[src/inc/arp_match_pkg.sv]
// Package: constants, types and register map for the ARP field matcher
// ----------------------------------------------------------------------------
// How it works
// Sender address test: 0 needs sender different from source MAC, 1 equal.
// Target address test: 0 needs target different from source MAC, 1 equal.
// Length test: qualifying means hardware length 6 and protocol length 4.
// Hardware space test: setting 1 needs field 1, setting 0 excludes it.
// Any setting makes a test don't-care; it never blocks a hit.
// A protocol space test also takes part in the hit decision.
// Protocol space compares against 0x0800 with the same three settings.
// ARP field tests apply only when the entry's frame type is ARP.
// ----------------------------------------------------------------------------
package arp_match_pkg;

  // --------------------------------------------------------------------------
  // Field values and settings
  // --------------------------------------------------------------------------
  localparam logic [7:0] HLEN_ETH = 8'h06;
  localparam logic [7:0] PLEN_IPV4 = 8'h04;
  localparam logic [15:0] HSPACE_ETH = 16'h0001;
  localparam logic [15:0] PSPACE_IPV4 = 16'h0800;

  // Two-bit setting code: 0, 1, Any (3 also treated as Any)
  localparam logic [1:0] SET_NOT = 2'h0;
  localparam logic [1:0] SET_IS = 2'h1;
  localparam logic [1:0] SET_ANY = 2'h2;

  // --------------------------------------------------------------------------
  // Register map (byte addresses)
  // --------------------------------------------------------------------------
  localparam logic [3:0] OFF_CTRL = 4'h0;
  localparam logic [3:0] OFF_STAT = 4'h4;
  localparam logic [3:0] OFF_HITS = 4'h8;
  localparam logic [31:0] CTRL_RESET = 32'h0000_0AAA;
  // Control bit positions
  localparam int CTRL_SHA = 0;
  localparam int CTRL_THA = 2;
  localparam int CTRL_LEN = 4;
  localparam int CTRL_HRD = 6;
  localparam int CTRL_PRO = 8;
  localparam int CTRL_ARPTYPE = 10;
  localparam int CTRL_EN = 11;
  localparam logic [1:0] RESP_OKAY = 2'h0;
  localparam logic [1:0] RESP_SLVERR = 2'h2;

  // --------------------------------------------------------------------------
  // Frame header carrier
  // --------------------------------------------------------------------------
  typedef struct packed {
    logic [47:0] frame_source_mac;
    logic [15:0] hardware_space_field;
    logic [15:0] proto_space;
    logic [7:0] hw_len;
    logic [7:0] proto_len;
    logic is_rarp;
    logic [47:0] sender_hw;
    logic [47:0] target_hw;
  } arp_hdr_t;

endpackage : arp_match_pkg

[src/hdl/arp_frame_field_matcher.sv]
// Design: one filter entry deciding whether an ARP or RARP frame hits it
module arp_frame_field_matcher (
  input wire logic clock,
  input wire logic rst,
  input wire logic clk_en,
  // Frame side
  input wire logic hdr_valid,
  input wire arp_match_pkg::arp_hdr_t hdr,
  output logic hit_valid,
  output logic hit,
  // AXI4-Lite slave
  input wire logic [3:0] s_awaddr,
  input wire logic s_awvalid,
  output logic s_awready,
  input wire logic [31:0] s_wdata,
  input wire logic [3:0] s_wstrb,
  input wire logic s_wvalid,
  output logic s_wready,
  output logic [1:0] s_bresp,
  output logic s_bvalid,
  input wire logic s_bready,
  input wire logic [3:0] s_araddr,
  input wire logic s_arvalid,
  output logic s_arready,
  output logic [31:0] s_rdata,
  output logic [1:0] s_rresp,
  output logic s_rvalid,
  input wire logic s_rready
);

  // --------------------------------------------------------------------------
  // Helpers
  // --------------------------------------------------------------------------
  // Three-way test: Any passes, otherwise the setting selects equal or not
  function automatic logic test3(input logic [1:0] sel, input logic eq);
    if (sel[1])
      test3 = 1'b1;
    else
      test3 = (sel == arp_match_pkg::SET_IS) ? eq : !eq;
  endfunction : test3

  // Byte-lane merge for register writes
  function automatic logic [31:0] merge(input logic [31:0] old, input logic [31:0] nw,
                                        input logic [3:0] strb);
    for (int i = 0; i < 4; i++)
      merge[8*i +: 8] = strb[i] ? nw[8*i +: 8] : old[8*i +: 8];
  endfunction : merge

  // --------------------------------------------------------------------------
  // State
  // --------------------------------------------------------------------------
  logic [31:0] ctrl_q, ctrl_d;
  logic [31:0] hits_q, hits_d;
  logic hit_valid_q, hit_valid_d, hit_q, hit_d;
  logic aw_q, aw_d, w_q, w_d;
  logic [3:0] awaddr_q, awaddr_d;
  logic [31:0] wdata_q, wdata_d;
  logic [3:0] wstrb_q, wstrb_d;
  logic bvalid_q, bvalid_d;
  logic [1:0] bresp_q, bresp_d;
  logic rvalid_q, rvalid_d;
  logic [31:0] rdata_q, rdata_d;
  logic [1:0] rresp_q, rresp_d;
  logic awready_q, awready_d, wready_q, wready_d, arready_q, arready_d;
  logic match;

  // --------------------------------------------------------------------------
  // Classification
  // --------------------------------------------------------------------------
  // All tests combined; a non-ARP entry ignores the ARP fields entirely
  always_comb
  begin
    logic sha_ok, tha_ok, len_ok, hrd_ok, pro_ok;
    sha_ok = 1'b1;
    tha_ok = 1'b1;
    len_ok = 1'b1;
    hrd_ok = 1'b1;
    pro_ok = 1'b1;
    // Sender test only concerns ARP frames, target test only RARP frames
    if (!hdr.is_rarp)
      sha_ok = test3(ctrl_q[arp_match_pkg::CTRL_SHA +: 2],
                     hdr.sender_hw == hdr.frame_source_mac);
    else
      tha_ok = test3(ctrl_q[arp_match_pkg::CTRL_THA +: 2],
                     hdr.target_hw == hdr.frame_source_mac);
    len_ok = test3(ctrl_q[arp_match_pkg::CTRL_LEN +: 2],
                   hdr.hw_len == arp_match_pkg::HLEN_ETH &&
                   hdr.proto_len == arp_match_pkg::PLEN_IPV4);
    hrd_ok = test3(ctrl_q[arp_match_pkg::CTRL_HRD +: 2],
                   hdr.hardware_space_field == arp_match_pkg::HSPACE_ETH);
    pro_ok = test3(ctrl_q[arp_match_pkg::CTRL_PRO +: 2],
                   hdr.proto_space == arp_match_pkg::PSPACE_IPV4);
    if (ctrl_q[arp_match_pkg::CTRL_ARPTYPE])
      match = sha_ok && tha_ok && len_ok && hrd_ok && pro_ok;
    else
      match = 1'b1;
  end

  // Result and hit counter; a disabled entry never hits
  always_comb
  begin
    hit_valid_d = hdr_valid;
    hit_d = hdr_valid && match && ctrl_q[arp_match_pkg::CTRL_EN];
    hits_d = hits_q + {31'h0000_0000, hit_d};
    if (bvalid_d && !bvalid_q && awaddr_d == arp_match_pkg::OFF_HITS)
      hits_d = 32'h0000_0000; // Any write to OFF_HITS clears; a hit in that cycle is dropped
  end

  // --------------------------------------------------------------------------
  // AXI4-Lite slave
  // --------------------------------------------------------------------------
  // Address and data taken in either order; response once both are held
  always_comb
  begin
    aw_d = aw_q;
    w_d = w_q;
    awaddr_d = awaddr_q;
    wdata_d = wdata_q;
    wstrb_d = wstrb_q;
    bvalid_d = bvalid_q;
    bresp_d = bresp_q;
    ctrl_d = ctrl_q;
    if (s_awvalid && !aw_q && !bvalid_q)
    begin
      aw_d = 1'b1;
      awaddr_d = s_awaddr;
    end
    if (s_wvalid && !w_q && !bvalid_q)
    begin
      w_d = 1'b1;
      wdata_d = s_wdata;
      wstrb_d = s_wstrb;
    end
    if (aw_d && w_d && !bvalid_q)
    begin
      aw_d = 1'b0;
      w_d = 1'b0;
      bvalid_d = 1'b1;
      bresp_d = arp_match_pkg::RESP_OKAY;
      unique case (awaddr_d)
        arp_match_pkg::OFF_CTRL: ctrl_d = merge(ctrl_q, wdata_d, wstrb_d) & 32'h0000_0FFF;
        arp_match_pkg::OFF_HITS: ;
        default: bresp_d = arp_match_pkg::RESP_SLVERR;
      endcase
    end
    else if (bvalid_q && s_bready)
      bvalid_d = 1'b0;
    // Readies from flops; loaded from the next state, so they match the held state in the same cycle
    awready_d = !aw_d && !bvalid_d;
    wready_d = !w_d && !bvalid_d;
  end

  // Read channel: one cycle to answer, held until taken
  always_comb
  begin
    rvalid_d = rvalid_q;
    rdata_d = rdata_q;
    rresp_d = rresp_q;
    if (rvalid_q && s_rready)
      rvalid_d = 1'b0;
    else if (s_arvalid && !rvalid_q)
    begin
      rvalid_d = 1'b1;
      rresp_d = arp_match_pkg::RESP_OKAY;
      unique case (s_araddr)
        arp_match_pkg::OFF_CTRL: rdata_d = ctrl_q;
        arp_match_pkg::OFF_STAT: rdata_d = {30'h0000_0000, hit_q, match};
        arp_match_pkg::OFF_HITS: rdata_d = hits_q;
        default:
        begin
          rdata_d = 32'h0000_0000;
          rresp_d = arp_match_pkg::RESP_SLVERR;
        end
      endcase
    end
    arready_d = !rvalid_d;
  end

  // Registers; clk_en low freezes everything
  always_ff @(posedge clock)
  begin
    if (rst)
    begin
      ctrl_q <= arp_match_pkg::CTRL_RESET;
      hits_q <= 32'h0000_0000;
      hit_valid_q <= 1'b0;
      hit_q <= 1'b0;
      aw_q <= 1'b0;
      w_q <= 1'b0;
      awaddr_q <= 4'h0;
      wdata_q <= 32'h0000_0000;
      wstrb_q <= 4'h0;
      bvalid_q <= 1'b0;
      bresp_q <= 2'h0;
      rvalid_q <= 1'b0;
      rdata_q <= 32'h0000_0000;
      rresp_q <= 2'h0;
      awready_q <= 1'b1;
      wready_q <= 1'b1;
      arready_q <= 1'b1;
    end
    else if (clk_en)
    begin
      ctrl_q <= ctrl_d;
      hits_q <= hits_d;
      hit_valid_q <= hit_valid_d;
      hit_q <= hit_d;
      aw_q <= aw_d;
      w_q <= w_d;
      awaddr_q <= awaddr_d;
      wdata_q <= wdata_d;
      wstrb_q <= wstrb_d;
      bvalid_q <= bvalid_d;
      bresp_q <= bresp_d;
      rvalid_q <= rvalid_d;
      rdata_q <= rdata_d;
      rresp_q <= rresp_d;
      awready_q <= awready_d;
      wready_q <= wready_d;
      arready_q <= arready_d;
    end
  end

  assign hit_valid = hit_valid_q;
  assign hit = hit_q;
  assign s_awready = awready_q;
  assign s_wready = wready_q;
  assign s_bvalid = bvalid_q;
  assign s_bresp = bresp_q;
  assign s_arready = arready_q;
  assign s_rvalid = rvalid_q;
  assign s_rdata = rdata_q;
  assign s_rresp = rresp_q;

  // --------------------------------------------------------------------------
  // Checks
  // --------------------------------------------------------------------------
  wire logic armed = clk_en && hdr_valid && ctrl_q[arp_match_pkg::CTRL_EN]
                     && ctrl_q[arp_match_pkg::CTRL_ARPTYPE];
  wire logic [1:0] sha_set = ctrl_q[arp_match_pkg::CTRL_SHA +: 2];
  wire logic [1:0] tha_set = ctrl_q[arp_match_pkg::CTRL_THA +: 2];
  wire logic [1:0] len_set = ctrl_q[arp_match_pkg::CTRL_LEN +: 2];
  wire logic [1:0] hrd_set = ctrl_q[arp_match_pkg::CTRL_HRD +: 2];
  wire logic [1:0] pro_set = ctrl_q[arp_match_pkg::CTRL_PRO +: 2];
  wire logic len_fit = hdr.hw_len == arp_match_pkg::HLEN_ETH
                     && hdr.proto_len == arp_match_pkg::PLEN_IPV4;

  a_sha_equal: assert property (@(posedge clock) disable iff (rst)
    armed && !hdr.is_rarp && sha_set == arp_match_pkg::SET_IS
    && hdr.sender_hw != hdr.frame_source_mac |=> !hit)
    else $error("sender test passed a mismatching frame");
  a_tha_differ: assert property (@(posedge clock) disable iff (rst)
    armed && hdr.is_rarp && tha_set == arp_match_pkg::SET_NOT
    && hdr.target_hw == hdr.frame_source_mac |=> !hit)
    else $error("target test passed an equal frame");
  a_len_qualify: assert property (@(posedge clock) disable iff (rst)
    armed && len_set == arp_match_pkg::SET_IS && !len_fit |=> !hit)
    else $error("length test passed a non qualifying frame");
  a_len_exclude: assert property (@(posedge clock) disable iff (rst)
    armed && len_set == arp_match_pkg::SET_NOT && len_fit |=> !hit)
    else $error("length test passed a qualifying frame");
  a_hrd_space: assert property (@(posedge clock) disable iff (rst)
    armed && hrd_set == arp_match_pkg::SET_NOT
    && hdr.hardware_space_field == arp_match_pkg::HSPACE_ETH |=> !hit)
    else $error("hardware space test passed an excluded frame");
  a_all_any: assert property (@(posedge clock) disable iff (rst)
    armed && sha_set[1] && tha_set[1] && len_set[1] && hrd_set[1] && pro_set[1]
    |=> hit && hit_valid)
    else $error("all don't-care entry missed a frame");
  a_pro_space: assert property (@(posedge clock) disable iff (rst)
    armed && pro_set == arp_match_pkg::SET_IS
    && hdr.proto_space != arp_match_pkg::PSPACE_IPV4 |=> !hit)
    else $error("protocol space test passed a wrong frame");
  a_non_arp: assert property (@(posedge clock) disable iff (rst)
    clk_en && hdr_valid && ctrl_q[arp_match_pkg::CTRL_EN]
    && !ctrl_q[arp_match_pkg::CTRL_ARPTYPE] |=> hit)
    else $error("non ARP entry applied ARP field tests");

endmodule : arp_frame_field_matcher

[config.mk]
export PLATFORM = sky130hd
export DESIGN_NAME = arp_frame_field_matcher
export DESIGN_NICKNAME = d
export VERILOG_FILES = /design/src/inc/arp_match_pkg.sv /design/src/hdl/arp_frame_field_matcher.sv
export SDC_FILE = /design/constraint.sdc
export NUM_CORES = 1
export LEC_CHECK = 0
export BUFFER_PORTS_ARGS = -buffer_cell sky130_fd_sc_hd__buf_2
export CAP_MARGIN = 20
export CORE_ASPECT_RATIO = 0.8
export CORE_UTILIZATION = 33
export CTS_CLUSTER_DIAMETER = 120
export DETAILED_ROUTE_END_ITERATION = 8
export SETUP_SLACK_MARGIN = 0.05
export SYNTH_ARGS = -nofsm -noshare
export SYNTH_HDL_FRONTEND = slang
export SYNTH_SLANG_ARGS = --single-unit
[constraint.sdc]
create_clock -name clock -period 2.9 [get_ports clock]
set_input_delay 0 -clock clock [delete_from_list [all_inputs] [get_ports clock]]
set_output_delay 0 -clock clock [all_outputs]
set_load 0.1 [all_outputs]
==> flow_summary.ini, run 1 <==
[timing]
rsz0062_at_grt = true
hold-worst-slack_ns = 0.0439
clock_skew_ns = 0.0112
worstMarginPinSlew_ns = 0.753
finalCritPeriodShare = 1.01
worst_slack_ns = -0.0357
drv_slew = 0
fmax_mhz = 341
fin_tns_setup_ns = -0.0539
hold_violations = 0
slew_headroom = 0.498
min_period_ns = 2.94
setup_viol = 2

[min_path]
hold_path_end = s_bvalid
min_delay_path_depth = 2
hold_class = primary input to flip-flop
hold_path_startpoint = rst

[global_routing]
grt_pass1_wl_mm = 29.7
overflow = 0
grt_max_degree = 39
grt_use_total = 0.221
antenna_found_initial = 0
grt_pass1_vias = 5325

[detailed_routing]
vias = 5670
drcViolationCount = 0
wl_mm = 19.5
drt_pass1_iterations = 5
vias_per_cell = 4.80
ant_nets = 0
drt-initial-drc-count = 280
wl_per_cell_microns = 16.5

[finish]
antennaDiodeCount = 0
nNetsFinal = 1205
drive_gt1_frac = 0.389
nFillCells = 1688
area_delta_synth_final_pct = 46.5

[placed_design]
io_buffers = 264
place_ws_ns = -0.607
gp_congestion = 1.01
dpl.hpwl_mm = 16.0

[yosys]
async_flop_share = 0
synthCells = 652
synth_xor_area_frac = 0.205
synth_compound_area_frac = 0.114
syn_area_sq_um = 5610
yosys_register_bits = 105
synthAdderAreaFrac = 0.00446
synth_top_family_by_area = simple AND/OR/NAND/NOR gates
synthSimpleGateAreaFrac = 0.234
synthMuxAreaShare = 0.0375
synth_edf_count = 0
yosysSeqAreaShare = 0.375
ys_types = 51
yosys_warnings = 0
ys.flop_type = dfxtp_1
syn_area_per_cell_sq_um = 8.60

[critical_path]
critPathMaxFanout = 3
crit_path_start_kind = primary input
rr_worst_depth = 13
crit_arrival_ns = 3.17
r2r-start = ctrl_q[4]
reg2reg_to = hits_q[31]
worstSetupEndpointType = flip-flop
critical_path_class = primary input to flip-flop
cp_data_required_time_ns = 3.13
rrSetupSlack_ns = 0.07

[clock_network]
clock-sinks = 105
cts.path.max_buffers = 2
clkTransAtPathRegs_ns = 0.07
cts_root_buf = clkbuf_16
htree_levels = 3
tritoncts = yes
cts_buffers = 9
clk_latency_ns = 0.35

[floorplanning]
rows = 42
dieArea_sq_um = 17500
ios = 289
fp.dieH_microns = 119
die_x_microns = 148
start_util = 0.338
core-area_sq_um = 16600

[power]
power_leakage_nw = 3.47
p_clk_frac = 0.348
power_frac_comb = 0.215
power.density_nw_per_um2 = 416
p_sw_frac = 0.297
power.net_switching_mw = 1.02
internal_power_mw = 2.40
p_seq_frac = 0.437
max-vdd-ir-drop_mv = 0.248

[run_status]
violations = setup timing
status = finished, violations left

[flow_run]
drv_cap = 0
-- flip-flops by register name, indices dropped and copies added, names as in the netlist --
register	count
awaddr_q	4
s_rdata	32
wstrb_q	2
s_awready	1
hit_valid	1
s_bresp	1
hits_q	32
s_arready	1
aw_q	1
s_rvalid	1
hit	1
s_wready	1
wdata_q	12
ctrl_q	12
w_q	1
s_bvalid	1
s_rresp	1
-- worst max path at each step --
stage                   from          to  slack, ns  depth (start not counted)
finish              hdr[171]  hits_q[31]      -0.04                         16
global route         hdr[56]  hits_q[29]      -0.18                         17
CTS                  hdr[83]  hits_q[28]       0.05                         18
detailed placement   hdr[64]  hits_q[28]      -0.61                         17
global placement     hdr[64]  hits_q[26]      -0.56                         17
floorplan           hdr[183]  hits_q[28]       0.07                         16
-- cell usage after synthesis, drive strengths merged, types with 2 or more instances --
master,count,share of area
o31ai,3,0.0040
o211ai,6,0.0080
nor2,104,0.072
buf,11,0.013
nand3,17,0.018
xor2,20,0.031
a211oi,4,0.0054
a31oi,3,0.0033
nand4,32,0.037
o21ai,4,0.0036
a21oi,35,0.031
and4,3,0.0051
nor2b,3,0.0033
nand2,52,0.035
nand2b,2,0.0022
and3,6,0.0067
xnor2,111,0.17
ha,2,0.0045
a221o,2,0.0036
a22oi,32,0.043
nor4,18,0.020
nor4b,6,0.0094
nor3,8,0.012
clkbuf,19,0.013
inv,7,0.0047
or2,3,0.0033
dfxtp,105,0.37
mux2i,21,0.037
-- per-layer routing --
| layer | up-vias | global-route usage | wire length [microns] |
|---|---|---|---|
| met5 | - | 0 | 0 |
| met4 | 0 | 0.0445 | 240 |
| met3 | 17 | 0.0344 | 949 |
| met2 | 145 | 0.319 | 8310 |
| met1 | 2622 | 0.339 | 9970 |
| li1 | 2886 | - | - |
-- metrics by stage --
step	total power, mW	instances	cell area [sq um]	util
after floorplan	1.89	653	5610	-
after global placement	2.20	1144	7370	0.444
after detailed placement	2.20	1144	7370	0.444
after CTS	3.41	1181	8010	0.482
after global routing	3.57	1182	8220	0.495
final	3.42	1182	8220	0.495
-- power by group through the flow --
stage,Clock [mW],Sequential (mW),Combinational (mW)
after detailed placement,0,1.53,0.671
final,1.19,1.49,0.736
after global placement,0,1.53,0.671
after global routing,1.28,1.50,0.788
after CTS,1.21,1.49,0.713
after floorplan,0,1.59,0.302
-- kinds of logic after synthesis --
logic type	after synthesis
multiplexers	21
other	1
AND/OR/NAND/NOR	259
AO/OA/AOI/OAI	96
adder cells (fa/ha/maj)	2
flip-flops	105
XOR/XNOR	131
buffers and inverters	37
-- layout make-up --
class / instances / area (sq um) / area share
Multi-Input combinational cell: 511 / 3660 / 0.445
Inverter: 7 / 26.3 / 0.00320
Sequential cell: 105 / 2100 / 0.256
Timing Repair Buffer: 323 / 1870 / 0.227
Tap cell: 220 / 275 / 0.0335
Clock inverter: 7 / 63.8 / 0.00776
Clock buffer: 9 / 225 / 0.0274
-- placed cells by master (no fill, tap or decap), types with 5 or more instances in the layout --
cell type	netlist	layout
o211ai_1	6	6
nand3_1	15	12
clkbuf_16	0	9
a22oi_1	32	32
nor4_1	18	12
xnor2_2	0	19
buf_2	7	257
nor3_1	5	5
dlygate4sd3_1	0	21
buf_6	2	9
dfxtp_1	105	105
nand4_1	31	31
buf_4	2	36
xnor2_1	111	92
nor2_1	102	98
xor2_1	20	20
and3_1	6	5
mux2i_1	21	21
nor4_2	0	5
a21oi_1	35	34
nand2_1	52	52
inv_1	7	7
-- critical path: stages --
cell     delay [ns]
buf_2          0.13
xnor2_1        0.13
nand4_1        0.29
nor4_2         0.32
nand3_2        0.11
xnor2_1        0.14
a221o_1        0.36
a21oi_2        0.14
ha_2           0.22
and4_4         0.26
nand4_4        0.09
or3_4          0.41
nor3_4         0.25
nand3_1        0.12
xor2_1         0.13
nor2_1         0.05
-- repair_timing --
| item | CTS | global route |
|---|---|---|
| setup buffers | 0 | 1 |
| hold endpoints to repair | 23 | 0 |
| pin swaps | 19 | 22 |
| endpoints found under the setup margin | 14 | 18 |
| gates resized for setup | 24 | 39 |
| hold buffers | 21 | 0 |
| gates cloned | 0 | 0 |
Power figures use the tool's default switching activity.
==> run 2: changes to the inputs <==
Settings changed: CORE_ASPECT_RATIO 0.8 to default.
==> flow_summary.ini, run 2 (synthesized netlist as in run 1, its figures left out) <==
[run_status]
status = finished, violations left
violations = setup timing

[floorplanning]
dieArea_sq_um = 17500
rows = 47
ios = 289
core-area_sq_um = 16600
fp.dieH_microns = 132
die_x_microns = 132
start_util = 0.338

[timing]
hold-worst-slack_ns = 0.0399
min_period_ns = 2.94
finalCritPeriodShare = 1.01
clock_skew_ns = 0.00834
worst_slack_ns = -0.0411
fmax_mhz = 340
slew_headroom = 0.532
drv_slew = 0
hold_violations = 0
setup_viol = 3
rsz0062_at_grt = true
worstMarginPinSlew_ns = 0.702

[min_path]
min_delay_path_depth = 3
hold_class = primary input to flip-flop

[global_routing]
grt_max_degree = 44
overflow = 0
grt_pass1_wl_mm = 29.8
grt_pass1_vias = 5567
antenna_found_initial = 4
grt_use_total = 0.220

[finish]
drive_gt1_frac = 0.402
layout_common_cells = buf_2, dfxtp_1, nor2_1, xnor2_1, nand2_1
area_delta_synth_final_pct = 50.9
layout_commonest_cell = buf_2
final_cells = 1187
nNetsFinal = 1208

[critical_path]
crit_arrival_ns = 3.17
crit_path_start_kind = primary input
cp_data_required_time_ns = 3.13
rrSetupSlack_ns = 0.10
crit_path_top_delay_cell = or3_4
rr_worst_depth = 13
worstSetupEndpointType = flip-flop
critical_path_class = primary input to flip-flop
path_cells = buf_6, xnor2_4, nand4_1, nor4_4, buf_4, nand3_4, xnor2_2, a221o_1, a21oi_2, ha_2, and4_4, nand4_4, or3_4, nor3_4, nand3_2, xor2_1, nor2_1
critPathMaxFanout = 3
slowest_delay_ns = 0.37

[detailed_routing]
drt_pass1_iterations = 6
vias = 5762
drt-initial-drc-count = 351
wl_per_cell_microns = 16.3
ant_nets = 0
vias_per_cell = 4.85
wl_mm = 19.4
drcViolationCount = 0

[power]
max-vdd-ir-drop_mv = 0.267
total_power_mw = 3.43
power.density_nw_per_um2 = 405
power_leakage_nw = 3.61

[flow_run]
drv_cap = 0

[clock_network]
clock-sinks = 105
clk_latency_ns = 0.35
cts.path.max_buffers = 2
tritoncts = yes
cts_root_buf = clkbuf_16
clkTransAtPathRegs_ns = 0.07
cts_buffers = 9
htree_levels = 3

[placed_design]
dp_cells = 1146
gp_congestion = 0.986
place_ws_ns = -0.621
io_buffers = 264
dpl.hpwl_mm = 15.6
run 2: where the power goes:
part,internal [mW],switching [mW]
Clock,0.597,0.570
Sequential,1.47,0.0230
Combinational,0.357,0.413
run 2: routing by layer:
layer / share of wire / track usage / up-vias
met5: 0.0011 / 0 / -
li1: - / - / 2898
met1: 0.47 / 0.310 / 2656
met2: 0.44 / 0.334 / 177
met3: 0.066 / 0.0554 / 27
met4: 0.015 / 0.0492 / 4
run 2: final timing paths:
kind	startpoint	endpoint
worst max-delay path	hdr[26]	hits_q[31]
worst min-delay path	clk_en	s_awready
worst max register to register	ctrl_q[8]	hits_q[31]
worst min register to register	wstrb_q[1]	wstrb_q[1]
run 2: timing repair:
| item | CTS | global route |
|---|---|---|
| hold endpoints to repair | 27 | 0 |
| endpoints found under the setup margin | 18 | 18 |
| resized for setup | 33 | 62 |
| hold buffers | 21 | 0 |
| pin swaps | 24 | 30 |
| setup buffers | 2 | 1 |
run 2: critical path, delay by kind of cell:
kind | cells | cell delay, ns
AND/OR/NAND/NOR | 9 | 1.72
AO/OA/AOI/OAI | 2 | 0.49
XOR/XNOR | 3 | 0.46
buffers and inverters | 2 | 0.29
adder cells (fa/ha/maj) | 1 | 0.21
run 2: area by class of cell:
cell class / count / area (sq um)
fillers: 1627 / 8120
well taps: 220 / 275
diodes: 2 / 5.00
repair buffers: 326 / 1930
multi-input cells: 511 / 3830
clock inverters: 7 / 66.3
clock buffers: 9 / 225
flip-flops and latches: 105 / 2100
inverters: 7 / 26.3
run 2: per-stage QoR:
step / utilization / setup TNS, ns / instance area [sq um]
final: 0.510 / -0.0644 / 8460
after global routing: 0.510 / -1.34 / 8460
after CTS: 0.488 / -0.0266 / 8090
after detailed placement: 0.445 / -9.83 / 7380
after global placement: 0.445 / -8.47 / 7380
after floorplan: - / 0 / 5610
==> run 3: changes to the inputs <==
Settings changed: ABC_AREA from default to 1, SETUP_SLACK_MARGIN 0.05 to default.
==> flow_summary.ini, run 3 <==
[critical_path]
reg2reg_to = s_rdata[0]
worstSetupEndpointType = flip-flop
critical_path_class = flip-flop to flip-flop
crit_arrival_ns = 3.03
rr_worst_depth = 24
rrSetupSlack_ns = 0.1
r2r-start = ctrl_q[4]
critPathMaxFanout = 3
crit_path_start_kind = flip-flop
crit_end = s_rdata[0]
worst-path-buf-inv = 14
path_cells = inv_2, a21oi_2, o21ai_1, o21ai_1, nor2_1, nand3_2, nand2_2, buf_6, buf_4, buf_4, buf_4, buf_4, buf_4, buf_4, buf_4, buf_4, buf_4, buf_4, buf_4, buf_4, nand2_2, nand2_2, nand2_1, a21oi_1
cp_data_required_time_ns = 3.12
crit_cells = 24
path_delay_family = buffers and inverters
cp_common_cell = buf_4
slowest_delay_ns = 0.32
startpoint = ctrl_q[4]
crit_path_top_delay_cell = dfxtp_2

[yosys]
yosys_warnings = 0
synth.most_common_cell = nand2_1
ys_types = 40
ys.flop_type = dfxtp_1
yosys_register_bits = 105
syn_area_per_cell_sq_um = 5.98
synth.top_cells.by_area = dfxtp_1, nand2_1, inv_1
syn_area_sq_um = 7090
synth_edf_count = 0
netlist.area_leader.share = 0.296
async_flop_share = 0
synthCells = 1186
yosysTopAreaCell = dfxtp_1
yosysSeqAreaShare = 0.296
synth_common_cells = nand2_1, inv_1, nor2_1

[finish]
nFillCells = 2217
nNetsFinal = 1787
multi_input_area_sq_um = 4290
fin_util = 0.480
area_delta_synth_final_pct = 42.4
seqCellArea_sq_um = 2100
drive_gt1_frac = 0.308
layout_common_cells = nand2_1, buf_2, inv_1, nor2_1, dfxtp_1
layout_commonest_cell = nand2_1

[detailed_routing]
drt-initial-drc-count = 340
vias = 8329
drcViolationCount = 0
wl_mm = 24.7
vias_per_cell = 4.57
ant_nets = 0
drt_pass1_iterations = 5
wl_per_cell_microns = 13.5

[global_routing]
antenna_found_initial = 4
grt_use_total = 0.217
grt_max_degree = 39
grt_pass1_vias = 7734
grt_pass1_wl_mm = 37.9
overflow = 0

[power]
max-vdd-ir-drop_mv = 0.287
power.density_nw_per_um2 = 391
power_leakage_nw = 5.26
total_power_mw = 3.94

[timing]
slew_headroom = 0.487
hold_violations = 0
min_period_ns = 2.80
setup_viol = 0
drv_slew = 0
clock_skew_ns = 0.00536
fmax_mhz = 357
rsz0062_at_grt = true
worstMarginPinSlew_ns = 0.762
finalCritPeriodShare = 0.967

[clock_network]
clkTransAtPathRegs_ns = 0.07
tritoncts = yes
cts_buffers = 9
htree_levels = 3
clock-sinks = 105
cts_root_buf = clkbuf_16
cts.path.max_buffers = 2
clk_latency_ns = 0.35

[floorplanning]
die_x_microns = 149
start_util = 0.337
fp.dieH_microns = 149
rows = 53
ios = 289
core-area_sq_um = 21000
dieArea_sq_um = 22100

[placed_design]
io_buffers = 264
gp_congestion = 0.864
dpl.hpwl_mm = 19.4

[run_status]
status = complete, no violations

[min_path]
min_delay_path_depth = 5
hold_class = primary input to flip-flop

[flow_run]
drv_cap = 0
[run 3: cell count changes after synthesis, moves of 32 or more]
cell     change
xnor2_1     -70
a21oi_1     +32
inv_1      +206
nand2_1    +286
nor2_1      +43
a22oi_1     -32
o21ai_0     +73
[run 3: per-layer routing]
layer / wire (microns) / part of all wire / track usage / up-vias
li1: - / - / - / 4394
met1: 10800 / 0.44 / 0.264 / 3651
met2: 12000 / 0.49 / 0.389 / 246
met3: 1380 / 0.056 / 0.0331 / 36
met4: 482 / 0.020 / 0.0706 / 2
met5: 19 / 0.00077 / 0 / -
[run 3: area by class of cell]
cell class / count / share of cell area
diodes: 3 / 0.000744
clock buffers: 9 / 0.0223
clock inverters: 7 / 0.0102
inverters: 222 / 0.0825
multi-input cells: 828 / 0.425
flip-flops and latches: 105 / 0.208
well taps: 275 / 0.0341
repair buffers: 373 / 0.217
[run 3: cell families (layout without fill, tap and decap cells)]
logic type / Yosys count / after routing / share of synthesized area
simple gates: 581 / 581 / 0.348
buf+inv: 254 / 611 / 0.136
compound gates: 185 / 185 / 0.144
flops: 105 / 105 / 0.296
xor+xnor: 55 / 55 / 0.0679
mux: 3 / 3 / 0.00424
fa+ha+maj: 2 / 2 / 0.00353
other cells: 1 / 5 / 0.000529
[run 3: worst min path at each step]
stage,to,start,slack (ns)
2_1_floorplan,hit_valid,hdr_valid,0.13
3_3_place_gp,s_bvalid,s_bready,0.29
3_5_place_dp,s_arready,s_rready,0.29
4_1_cts,s_rresp[1],s_araddr[1],0.001
5_1_grt,wdata_q[6],s_wdata[6],0.06
6_report,s_rresp[1],s_araddr[1],0.01
[run 3: worst register-to-register path: stages (launching register included)]
cell and delay (ns):
dfxtp_2 0.32, inv_2 0.04, a21oi_2 0.10, o21ai_1 0.07
o21ai_1 0.09, nor2_1 0.07, nand3_2 0.09, nand2_2 0.08
buf_6 0.12, buf_4 0.12, buf_4 0.12, buf_4 0.12
buf_4 0.12, buf_4 0.12, buf_4 0.12, buf_4 0.12
buf_4 0.13, buf_4 0.13, buf_4 0.12, buf_4 0.12
buf_4 0.12, nand2_2 0.05, nand2_2 0.07, nand2_1 0.06
a21oi_1 0.06
[run 3: through the flow]
step                      hold WS [ns]  area (sq um)  setup TNS, ns  cells  setup WS [ns]
final                           0.0143         10100              0   1822         0.0961
after global routing            0.0619         10100          -1.21   1822         -0.145
after CTS                      0.00132          9860      -0.000265   1819      -0.000265
after detailed placement         0.290          9260          -2.23   1777         -0.303
after global placement           0.286          9260          -1.57   1777         -0.227
after floorplan                  0.135          7090              0   1187         0.0731
[run 3: what timing repair did]
item                                    4_1_cts  5_1_grt
setup buffers                                19        2
pin swaps                                    11       47
endpoints found under the hold margin         8        0
gates resized for setup                      16       64
hold buffers                                  7        0
endpoints found under the setup margin        2       17
[run 3: power breakdown]
part / total [mW] / switching [mW] / internal [mW]
sequential: 1.52 / 0.0272 / 1.50
clock: 1.34 / 0.575 / 0.765
combinational: 1.08 / 0.678 / 0.404
total: 3.94 / 1.28 / 2.66
